## config.mk

```make
export PLATFORM = sky130hd
export DESIGN_NAME = half_duplex_fifo_port
export DESIGN_NICKNAME = d
export VERILOG_FILES = /design/src/verilog/fifo_port_pkg.sv /design/src/verilog/word_buffer.sv /design/src/verilog/half_duplex_fifo_port.sv
export SDC_FILE = /design/constraint.sdc
export NUM_CORES = 1
export LEC_CHECK = 0
export ABC_AREA = 1
export BUFFER_PORTS_ARGS = -buffer_cell sky130_fd_sc_hd__buf_2
export CORE_MARGIN = 2
export CORE_UTILIZATION = 40
export CTS_BUF_LIST = sky130_fd_sc_hd__clkbuf_16
export DETAILED_ROUTE_END_ITERATION = 10
export SYNTH_ARGS = -nofsm -noshare
export SYNTH_HDL_FRONTEND = slang
export SYNTH_HIERARCHICAL = 1
export SYNTH_SLANG_ARGS = --single-unit
```

## constraint.sdc

```tcl
create_clock -name ref_clk -period 5.15 [get_ports ref_clk]
set_clock_uncertainty 0.05 [all_clocks]
set_input_delay 0.2575 -clock ref_clk [delete_from_list [all_inputs] [get_ports ref_clk]]
set_output_delay 0.2575 -clock ref_clk [all_outputs]
set_load 0.03 [all_outputs]
```

## src/verilog/fifo_port_pkg.sv

```systemverilog
// Shared constants for the half-duplex FIFO port.
package fifo_port_pkg;
  localparam int DATA_W = 16;
  localparam int STAT_W = 2;
  localparam int ENTRY_W = 18;
  localparam int DEPTH = 64;
  localparam int BYTE_W = 8;
  localparam logic [1:0] MODE_FIFO_MASTER = 2'h0;
  localparam logic [1:0] MODE_FULL_MASTER = 2'h1;
  localparam logic [1:0] MODE_FULL_SLAVE = 2'h2;
  localparam logic DIR_OUT = 1'h1;
  localparam logic DIR_IN = 1'h0;
  typedef enum logic [2:0] {
    HS_IDLE,
    HS_REQ,
    HS_WAIT_ACK,
    HS_WAIT_REL,
    HS_DONE
  } hs_state_e;
endpackage

```

## src/verilog/word_buffer.sv

```systemverilog
// Sixty-four entry synchronous word buffer with guarded push and pop.
`timescale 1ns/100ps
module word_buffer #(
  parameter int WIDTH = fifo_port_pkg::ENTRY_W,
  parameter int DEPTH = fifo_port_pkg::DEPTH
) (
  input wire logic ref_clk,
  input wire logic rstn,
  input wire logic flush,
  input wire logic push,
  input wire logic [WIDTH-1:0] push_data,
  input wire logic pop,
  output logic [WIDTH-1:0] pop_data,
  output logic full,
  output logic empty,
  output logic [$clog2(DEPTH):0] level
);
  localparam int AW = $clog2(DEPTH);
  logic [WIDTH-1:0] mem [DEPTH];
  logic [AW-1:0] wr_q;
  logic [AW-1:0] rd_q;
  logic [AW:0] cnt_q;
  logic do_push;
  logic do_pop;

  assign full = (cnt_q == DEPTH[AW:0]);
  assign empty = (cnt_q == '0);
  assign level = cnt_q;
  assign pop_data = mem[rd_q];
  // Pushing into a full buffer or popping an empty one is dropped here as a last guard.
  assign do_push = push && !full;
  assign do_pop = pop && !empty;

  always_ff @(posedge ref_clk)
  begin
    if (do_push)
    begin
      mem[wr_q] <= push_data;
    end
  end

  always_ff @(posedge ref_clk or negedge rstn)
  begin
    if (!rstn)
    begin
      wr_q <= '0;
      rd_q <= '0;
      cnt_q <= '0;
    end
    else if (flush)
    begin
      wr_q <= '0;
      rd_q <= '0;
      cnt_q <= '0;
    end
    else
    begin
      if (do_push)
      begin
        wr_q <= wr_q + 1'b1;
      end
      if (do_pop)
      begin
        rd_q <= rd_q + 1'b1;
      end
      cnt_q <= cnt_q + {{AW{1'b0}}, do_push} - {{AW{1'b0}}, do_pop};
    end
  end
endmodule // word_buffer

```

## src/verilog/half_duplex_fifo_port.sv

```systemverilog
// Half-duplex FIFO port: buffer plus frontplane handshake engine.
`timescale 1ns/100ps
// Notes on behaviour
// - Data moves one direction at a time.
// - Buffer holds 64 entries of 18 bits.
// - Three modes: FIFO master, full master, slave.
// - Moves words between connector and buffer.
// - Requests when data or space is available.
// - Passes levels without inversion correction.
// - Program one is high level on port.
// - Sample sixteen bits, or low eight bytewise.
// - Strobe starts each transfer.
// - Direction line high out, low in.
// - Host end low before last out, after last in.
module half_duplex_fifo_port #(
  parameter int DEPTH = fifo_port_pkg::DEPTH
) (
  input wire logic ref_clk,
  input wire logic rstn,
  input wire logic [1:0] hs_mode,
  input wire logic dir_out,
  input wire logic byte_mode,
  input wire logic flag_active_high,
  input wire logic dir_as_ctl,
  input wire logic ctl_level,
  input wire logic last_word,
  input wire logic host_valid,
  input wire logic [fifo_port_pkg::ENTRY_W-1:0] host_wdata,
  output logic host_ready,
  output logic host_rvalid,
  output logic [fifo_port_pkg::ENTRY_W-1:0] host_rdata,
  input wire logic host_rready,
  input wire logic [fifo_port_pkg::DATA_W-1:0] incoming_data_bus,
  input wire logic peripheral_ack_flag,
  output logic [fifo_port_pkg::DATA_W-1:0] outgoing_data_bus,
  output logic transfer_request_strobe,
  output logic transfer_direction_line,
  output logic host_last_word_line_n,
  output logic buf_full,
  output logic buf_empty
);
  fifo_port_pkg::hs_state_e state_q;
  logic dir_q;
  logic flag;
  logic push;
  logic pop;
  logic [fifo_port_pkg::ENTRY_W-1:0] push_data;
  logic [fifo_port_pkg::ENTRY_W-1:0] pop_data;
  logic can_move;
  logic is_slave;
  logic fe_push;
  logic fe_pop;
  logic [fifo_port_pkg::DATA_W-1:0] sample;
  logic [fifo_port_pkg::DATA_W-1:0] out_q;
  logic strobe_q;
  logic host_last_word_line_q;
  logic last_seen_q;
  logic dir_change;

  // Flag is low true unless software flips its sense.
  assign flag = flag_active_high ? peripheral_ack_flag : !peripheral_ack_flag;
  assign is_slave = (hs_mode == fifo_port_pkg::MODE_FULL_SLAVE);
  // Outgoing needs a word to send, incoming needs room to land one.
  assign can_move = dir_q ? !buf_empty : !buf_full;
  // Levels pass straight through; the host channel's inversion is left intact.
  assign sample = byte_mode ? {{(fifo_port_pkg::DATA_W-fifo_port_pkg::BYTE_W){1'b0}},
    incoming_data_bus[fifo_port_pkg::BYTE_W-1:0]} : incoming_data_bus;
  assign dir_change = (dir_out != dir_q);

  // Flushing waits for the engine to idle, so a word in flight is never lost.
  word_buffer #(
    .WIDTH(fifo_port_pkg::ENTRY_W),
    .DEPTH(DEPTH)
  ) u_buf (
    .ref_clk(ref_clk),
    .rstn(rstn),
    .flush(dir_change && state_q == fifo_port_pkg::HS_IDLE),
    .push(push),
    .push_data(push_data),
    .pop(pop),
    .pop_data(pop_data),
    .full(buf_full),
    .empty(buf_empty),
    .level()
  );

  // Host side only reaches the buffer end that suits the current direction.
  assign host_ready = dir_q && !buf_full && !dir_change;
  assign host_rvalid = !dir_q && !buf_empty;
  assign host_rdata = pop_data;
  assign fe_push = !dir_q && (state_q == fifo_port_pkg::HS_WAIT_ACK) && flag && !buf_full;
  assign fe_pop = dir_q && (state_q == fifo_port_pkg::HS_WAIT_ACK) && flag && !buf_empty;
  assign push = dir_q ? (host_valid && host_ready) : fe_push;
  assign push_data = dir_q ? host_wdata : {last_word, 1'b0, sample};
  assign pop = dir_q ? fe_pop : (host_rvalid && host_rready);

  // Direction changes flush the buffer so stale words never cross over.
  always_ff @(posedge ref_clk or negedge rstn)
  begin
    if (!rstn)
    begin
      dir_q <= fifo_port_pkg::DIR_IN;
    end
    else if (state_q == fifo_port_pkg::HS_IDLE)
    begin
      dir_q <= dir_out;
    end
  end

  // Handshake engine; in slave mode the peripheral flag opens each cycle.
  always_ff @(posedge ref_clk or negedge rstn)
  begin
    if (!rstn)
    begin
      state_q <= fifo_port_pkg::HS_IDLE;
    end
    else
    begin
      case (state_q)
        fifo_port_pkg::HS_IDLE:
        begin
          if (!dir_change && can_move && (!is_slave || flag))
          begin
            state_q <= fifo_port_pkg::HS_REQ;
          end
        end
        fifo_port_pkg::HS_REQ:
        begin
          state_q <= fifo_port_pkg::HS_WAIT_ACK;
        end
        fifo_port_pkg::HS_WAIT_ACK:
        begin
          if (flag)
          begin
            // FIFO mode pipelines: it does not wait for the flag to drop.
            state_q <= (hs_mode == fifo_port_pkg::MODE_FIFO_MASTER) ?
              fifo_port_pkg::HS_DONE : fifo_port_pkg::HS_WAIT_REL;
          end
        end
        fifo_port_pkg::HS_WAIT_REL:
        begin
          if (!flag)
          begin
            state_q <= fifo_port_pkg::HS_DONE;
          end
        end
        fifo_port_pkg::HS_DONE:
        begin
          state_q <= fifo_port_pkg::HS_IDLE;
        end
        default:
        begin
          state_q <= fifo_port_pkg::HS_IDLE;
        end
      endcase
    end
  end

  // Strobe rises with the request and drops once the flag answers.
  always_ff @(posedge ref_clk or negedge rstn)
  begin
    if (!rstn)
    begin
      strobe_q <= 1'b0;
    end
    else if (state_q == fifo_port_pkg::HS_REQ)
    begin
      strobe_q <= 1'b1;
    end
    else if (state_q == fifo_port_pkg::HS_WAIT_ACK && flag)
    begin
      strobe_q <= 1'b0;
    end
  end
  assign transfer_request_strobe = strobe_q;

  // Outgoing word is held valid from the request through the acknowledge.
  always_ff @(posedge ref_clk or negedge rstn)
  begin
    if (!rstn)
    begin
      out_q <= '0;
    end
    else if (dir_q && state_q == fifo_port_pkg::HS_IDLE && !buf_empty)
    begin
      out_q <= byte_mode ? {{(fifo_port_pkg::DATA_W-fifo_port_pkg::BYTE_W){1'b0}},
        pop_data[fifo_port_pkg::BYTE_W-1:0]} : pop_data[fifo_port_pkg::DATA_W-1:0];
    end
  end
  assign outgoing_data_bus = out_q;

  // Direction line may be handed to software as a plain control output.
  assign transfer_direction_line = dir_as_ctl ? ctl_level :
    (dir_q ? fifo_port_pkg::DIR_OUT : fifo_port_pkg::DIR_IN);

  // Host end: before the last outgoing word, after the last incoming one.
  always_ff @(posedge ref_clk or negedge rstn)
  begin
    if (!rstn)
    begin
      host_last_word_line_q <= 1'b0;
      last_seen_q <= 1'b0;
    end
    else
    begin
      last_seen_q <= fe_push && last_word;
      if (state_q == fifo_port_pkg::HS_DONE && !last_seen_q)
      begin
        host_last_word_line_q <= 1'b0;
      end
      // The head entry's top bit marks the host's final outgoing word.
      if (dir_q && !dir_change && state_q == fifo_port_pkg::HS_IDLE && !buf_empty &&
        pop_data[fifo_port_pkg::ENTRY_W-1])
      begin
        host_last_word_line_q <= 1'b1;
      end
      else if (last_seen_q)
      begin
        host_last_word_line_q <= 1'b1;
      end
    end
  end
  assign host_last_word_line_n = !host_last_word_line_q;
endmodule // half_duplex_fifo_port

```

Word level (Yosys, flattened, before mapping). Memories as Yosys holds them, arrays and structs flattened. Cells that the tools add are included.

$add $sub $neg: 4. Reductions and logical operators: 42. Equal/unequal tests: 10. Muxes and demuxes: 26.

Operators with widths (count): two-way mux 16 bit (2); logical AND 1 bit (25); two-way mux 6 bit (4); two-way mux 18 bit (1); two-way mux 1 bit (13); adder 6 x 1 -> 6 bit (second input constant) (2); two-way mux 3 bit (4); one-hot mux 3 bit (4 select lines) (1); logical NOT 1 bit (8); adder 7 x 1 -> 7 bit (1); equality test 7 bit (second input constant) (1); logical NOT 7 bit (1); two-way mux 7 bit (1); subtractor 7 x 1 -> 7 bit (1); equality test 3 x 2 -> 1 bit (second input constant) (2); nonzero test 2 bit (3); inequality test 2 bit (second input constant) (2); equality test 3 x 1 -> 1 bit (second input constant) (1); equality test 3 bit (second input constant) (1); logical NOT 3 bit (1); AND reduction 3 bit (1); nonzero test 3 bit (1); equality test 2 bit (second input constant) (1); logical NOT 2 bit (1); other kinds (3) (3).

Register bits after elaboration: 42. Memories kept: 1. Word-level logic and storage cells: 92. Output and inout bits: 41. RAM bits: 1152.

Memories: u_buf.mem (words 64, bits a word 18, rd ports 1, clocked after memory_dff 0, write ports 1, RTL line word_buffer.sv:19) `logic [WIDTH-1:0] mem [DEPTH];`.

Depth between registers and ports, before layout.
Depth after elaboration: 10. Gate-level depth with buffers: 23. Depth with buffers taken out: 23.

Cells and area by module. The synthesis kept the hierarchy.

By module, submodules not included: word_buffer (instances 1, area each 49060.8 µm², cells an instance 4491); half_duplex_fifo_port (instances 1, area each 1345.0 µm², cells an instance 201).

Worst setup path before layout. Ideal clock, no wire load.

Kind: register to register. Start point: reg dir_q. End point: mem u_buf/mem[0][17] (netlist name) (data pin). Clock period less this slack: 3951 ps. Required time: 4398 ps. Stages on the path, launching flop included: 3. Arrival: 3200 ps. Slack: 1199 ps. Path buffers: 1. Path through: dfrtp_1 -> clkbuf_1 -> o21ai_0.

Longest elaborated chain between the ends: 1.

Ends and longest elaborated chain: start, declared (RTL line half_duplex_fifo_port.sv:43) `logic dir_q;`; start signal, assigned (RTL line half_duplex_fifo_port.sv:102) `dir_q <= fifo_port_pkg::DIR_IN;`; start signal, assigned (RTL line half_duplex_fifo_port.sv:106) `dir_q <= dir_out;`; two-way mux 18 bit (RTL line half_duplex_fifo_port.sv:94) `assign push_data = dir_q ? host_wdata : {last_word, 1'b0, sample};`; via push_data, one bit (RTL line half_duplex_fifo_port.sv:47) `logic [fifo_port_pkg::ENTRY_W-1:0] push_data;`; end, declared (RTL line word_buffer.sv:19).

The timed path passes the listed nets, and every way through them passes these cells.

Worst setup path in the final report.
Start point: reg u_buf.rd_q[2]. End point: out host_rdata[8] (netlist name).

Longest elaborated chain between the ends: 1.

Ends and longest elaborated chain: start, declared (RTL line word_buffer.sv:21) `logic [AW-1:0] rd_q;`; start signal, assigned (RTL line word_buffer.sv:64) `rd_q <= rd_q + 1'b1;`; memory (64 x 18 bit); end, declared (RTL line half_duplex_fifo_port.sv:31) `output logic [fifo_port_pkg::ENTRY_W-1:0] host_rdata,`.

No other way between the ends.

==> reports/metrics.csv <==
stage,metric,value,unit
critical_path,critical path data required time,4840,ps
hold_path,Hold Crit Class,in -> async,
die,die area,0.129,mm^2
timing,period utilization,87.1,%
layout,fill cell total of the finished layout,11500,
critical_path,CP Cell Sequence,inv_2 -> nand2_2 -> buf_4 -> buf_4 -> a21oi_1 -> nor2_1 -> nand2_1 -> nand3_1 -> nand2_1 -> buf_2,
clock_tree,TritonCTS clock tree,done,
flow_run,total of max-cap violations,0,
critical_path,WP data arrival,4180,ps
timing,Final Setup Violations,0,
global_routing,GRT overflow,0,
die,num ports,88,
clock_tree,Clock Tree Buf Depth,3,
layout,Reg area,0.0357,mm^2
timing,RSZ-0062 raised after global routing,no,
layout,Multi-input gate area,0.0122,mm^2
place,PortBufs,87,
clock_tree,Clock Tree Root,clkbuf_16,
critical_path,Crit Path Class,reg -> out,
drt,Remaining DRCs,0,
clock_tree,CTS Sinks,1194,
synthesis,synthesized cell area,0.0504,mm^2
clock_tree,CTS Hold Buffers Added,17,
pwr,P per Cell Area,545,mW/mm^2
timing,Final Hold Viols,0,
critical_path,Worst Setup Start Kind,flop,
die,area of the core,0.125,mm^2
drt,Vias/cell,5.26,
clock_tree,clock latency on the worst-skew pair,730,ps
synthesis,Mapped Nets,4752,
drt,drt total wl,150000,um
critical_path,R2R cell count,9,
critical_path,CP endpoint kind,primary output,
synthesis,"count leader, synth",nand2_1,
synthesis,share of the synthesized area in the top cell type,68.6,%
pwr,total power,31.1,mW
clock_tree,H-tree levels,3,
place,routability congestion estimate from global placement,0.954,
pwr,maximum VDD drop,0.605,mV
global_routing,first-pass GRT wire length,218000,um
critical_path,highest-delay cell along the critical path,dfrtp_2,
synthesis,mean post-synth cell area,10.7,um^2
die,Die Y,359,um
synthesis,Synth Instances,4692,
clock_tree,total CTS buffers,121,
global_routing,pin count of the biggest net entering global routing,183,
die,Die Span X,359,um
timing,Tightest Pin Transition,1190,ps
layout,Final nets,4879,
critical_path,RR Startpoint,dir_q,
pwr,leakage power,22.6,nW
synthesis,"EDFF count, synth",1152,
die,initial core utilization,40.2,%
timing,setup tns final,0,ps
drt,vias,34500,
global_routing,GRT Total Usage,22.8,%
synthesis,synth cell count leaders,"1,684 x nand2_1, 1,152 x edfxtp_1, 654 x nand3_1",
critical_path,WP buf/inv,4,
critical_path,biggest cell delay along the critical path,950,ps
drt,DRT iter0 DRCs,4194,
synthesis,Yosys top cell by area,edfxtp_1,
run_status,status,finished clean,
synthesis,Seq cells post-synth,1194,
synthesis,register area share after synthesis,70.7,%
timing,Max transition margin,20.6,%
synthesis,dominant cells by area after synthesis,"edfxtp_1 69%, nand2_1 13%, nand3_1 6.5%",
critical_path,CP Max Fanout,40,
critical_path,worst flop-to-flop path endpoint,u_buf/mem[4][4],
global_routing,vias in the first global route,33000,
place,hpwl dp,90600,um
drt,drt first pass iters,6,
clock_tree,post-CTS setup buffers,0,
timing,Period minus WS final,4490,ps
clock_tree,cts repair resizes,0,
timing,"Slew Viols, Final",0,
layout,share of cells above drive strength 1,9.47,%
drt,DRT antenna net count,0,
synthesis,Most used DFF post-synth,edfxtp_1,
clock_tree,clk slew on worst S/H paths,60,ps
synthesis,asr flop ratio synth,3.52,%
synthesis,Ys Warns,6,
layout,Area Overhead vs Synth,13.2,%
synthesis,synth unique cells,30,
layout,# diodes,0,
critical_path,Crit path max-delay family,simple AND/OR/NAND/NOR gates,
global_routing,antenna violations before repair,4,
drt,Wirelength per Cell,22.9,um
critical_path,"reg-to-reg slack, setup",1160,ps
timing,Peak Freq,223,MHz
die,num rows,130,
report_power, final:
group          internal [mW]  leakage, nW  switching [mW]
registers               11.9         11.0           0.297
logic                   2.27         9.65            8.32
clock network           4.60         1.95            3.69
total                   18.8         22.6            12.3
worst min-delay path, delay by kind of cell:
family                 cells  cell delay [ps]
buffers and inverters      3             1170
cells in the final DEF (no fill, tap or decap), drive strengths merged, types with 6 or more instances in the layout:
cell type / synthesis / layout
edfxtp: 1152 / 1152
clkinv: 1 / 57
nand4: 8 / 8
dlygate4sd3: 0 / 17
buf: 184 / 236
ha: 12 / 12
a21oi: 83 / 83
nand3: 654 / 654
dfrtp: 42 / 42
nand2: 1687 / 1687
inv: 412 / 449
o21ai: 56 / 56
bufinv: 0 / 6
clkbuf: 65 / 123
o211ai: 54 / 54
nor3: 7 / 7
nor2: 267 / 267
registers in the layout, indices dropped and copies added (netlist names):
register / count
dir_q: 1
host_last_word_line_q: 1
last_seen_q: 1
outgoing_data_bus: 16
state_q: 3
transfer_request_strobe: 1
u_buf/level: 7
u_buf/mem: 1152
u_buf/rd_q: 6
u_buf/wr_q: 6
how the worst max path moves through the flow:
stage / slack [ps] / endpoint / start / cells after the start
2_1_floorplan: 1200 / u_buf/mem[0][17] / dir_q / 2
3_3_place_gp: 1220 / u_buf/mem[4][4] / dir_q / 9
3_5_place_dp: 1140 / u_buf/mem[4][4] / dir_q / 9
4_1_cts: 750 / host_rdata[14] / u_buf/rd_q[2] / 10
5_1_grt: 490 / host_rdata[4] / u_buf/rd_q[2] / 10
6_report: 660 / host_rdata[8] / u_buf/rd_q[2] / 10
metrics by stage:
stage               cells  instance area, um^2  hold slack [ps]  util [%]  setup slack [ps]
floorplan            4692                50400            -88.1         -              1200
global placement     6329                53200              361      42.4              1220
detailed placement   6329                53200              361      42.4              1140
CTS                  6571                57000              113      45.5               752
global route         6571                57000              180      45.5               494
finish               6571                57000              154      45.5               663
kinds of logic after synthesis:
family                   Yosys count  share of synthesized area, %
flip-flops                      1194                          70.7
buffers and inverters            662                          5.38
AND/OR/NAND/NOR                 2624                          21.3
XOR/XNOR                           3                        0.0521
AO/OA/AOI/OAI                    196                          2.23
adder cells (fa/ha/maj)           13                         0.338
per-layer routing:
layer	routed length, um	share of wire (%)	up-vias	track usage (%)
met4	6490	4.3	4	9.37
li1	-	-	15900	-
met2	72300	48	1473	37.6
met5	15	0.010	-	0
met1	59400	39	16900	29.6
met3	12200	8.1	305	4.41
final cells by class:
| cell class | count | share of cell area [%] |
|---|---|---|
| clock buffers | 123 | 5.40 |
| clock inverters | 102 | 1.12 |
| inverters | 413 | 2.75 |
| multi-input cells | 2836 | 21.4 |
| flip-flops and latches | 1194 | 62.5 |
| well taps | 1650 | 3.62 |
| repair buffers | 253 | 3.22 |
No activity file was read; power rests on OpenSTA's default activity.
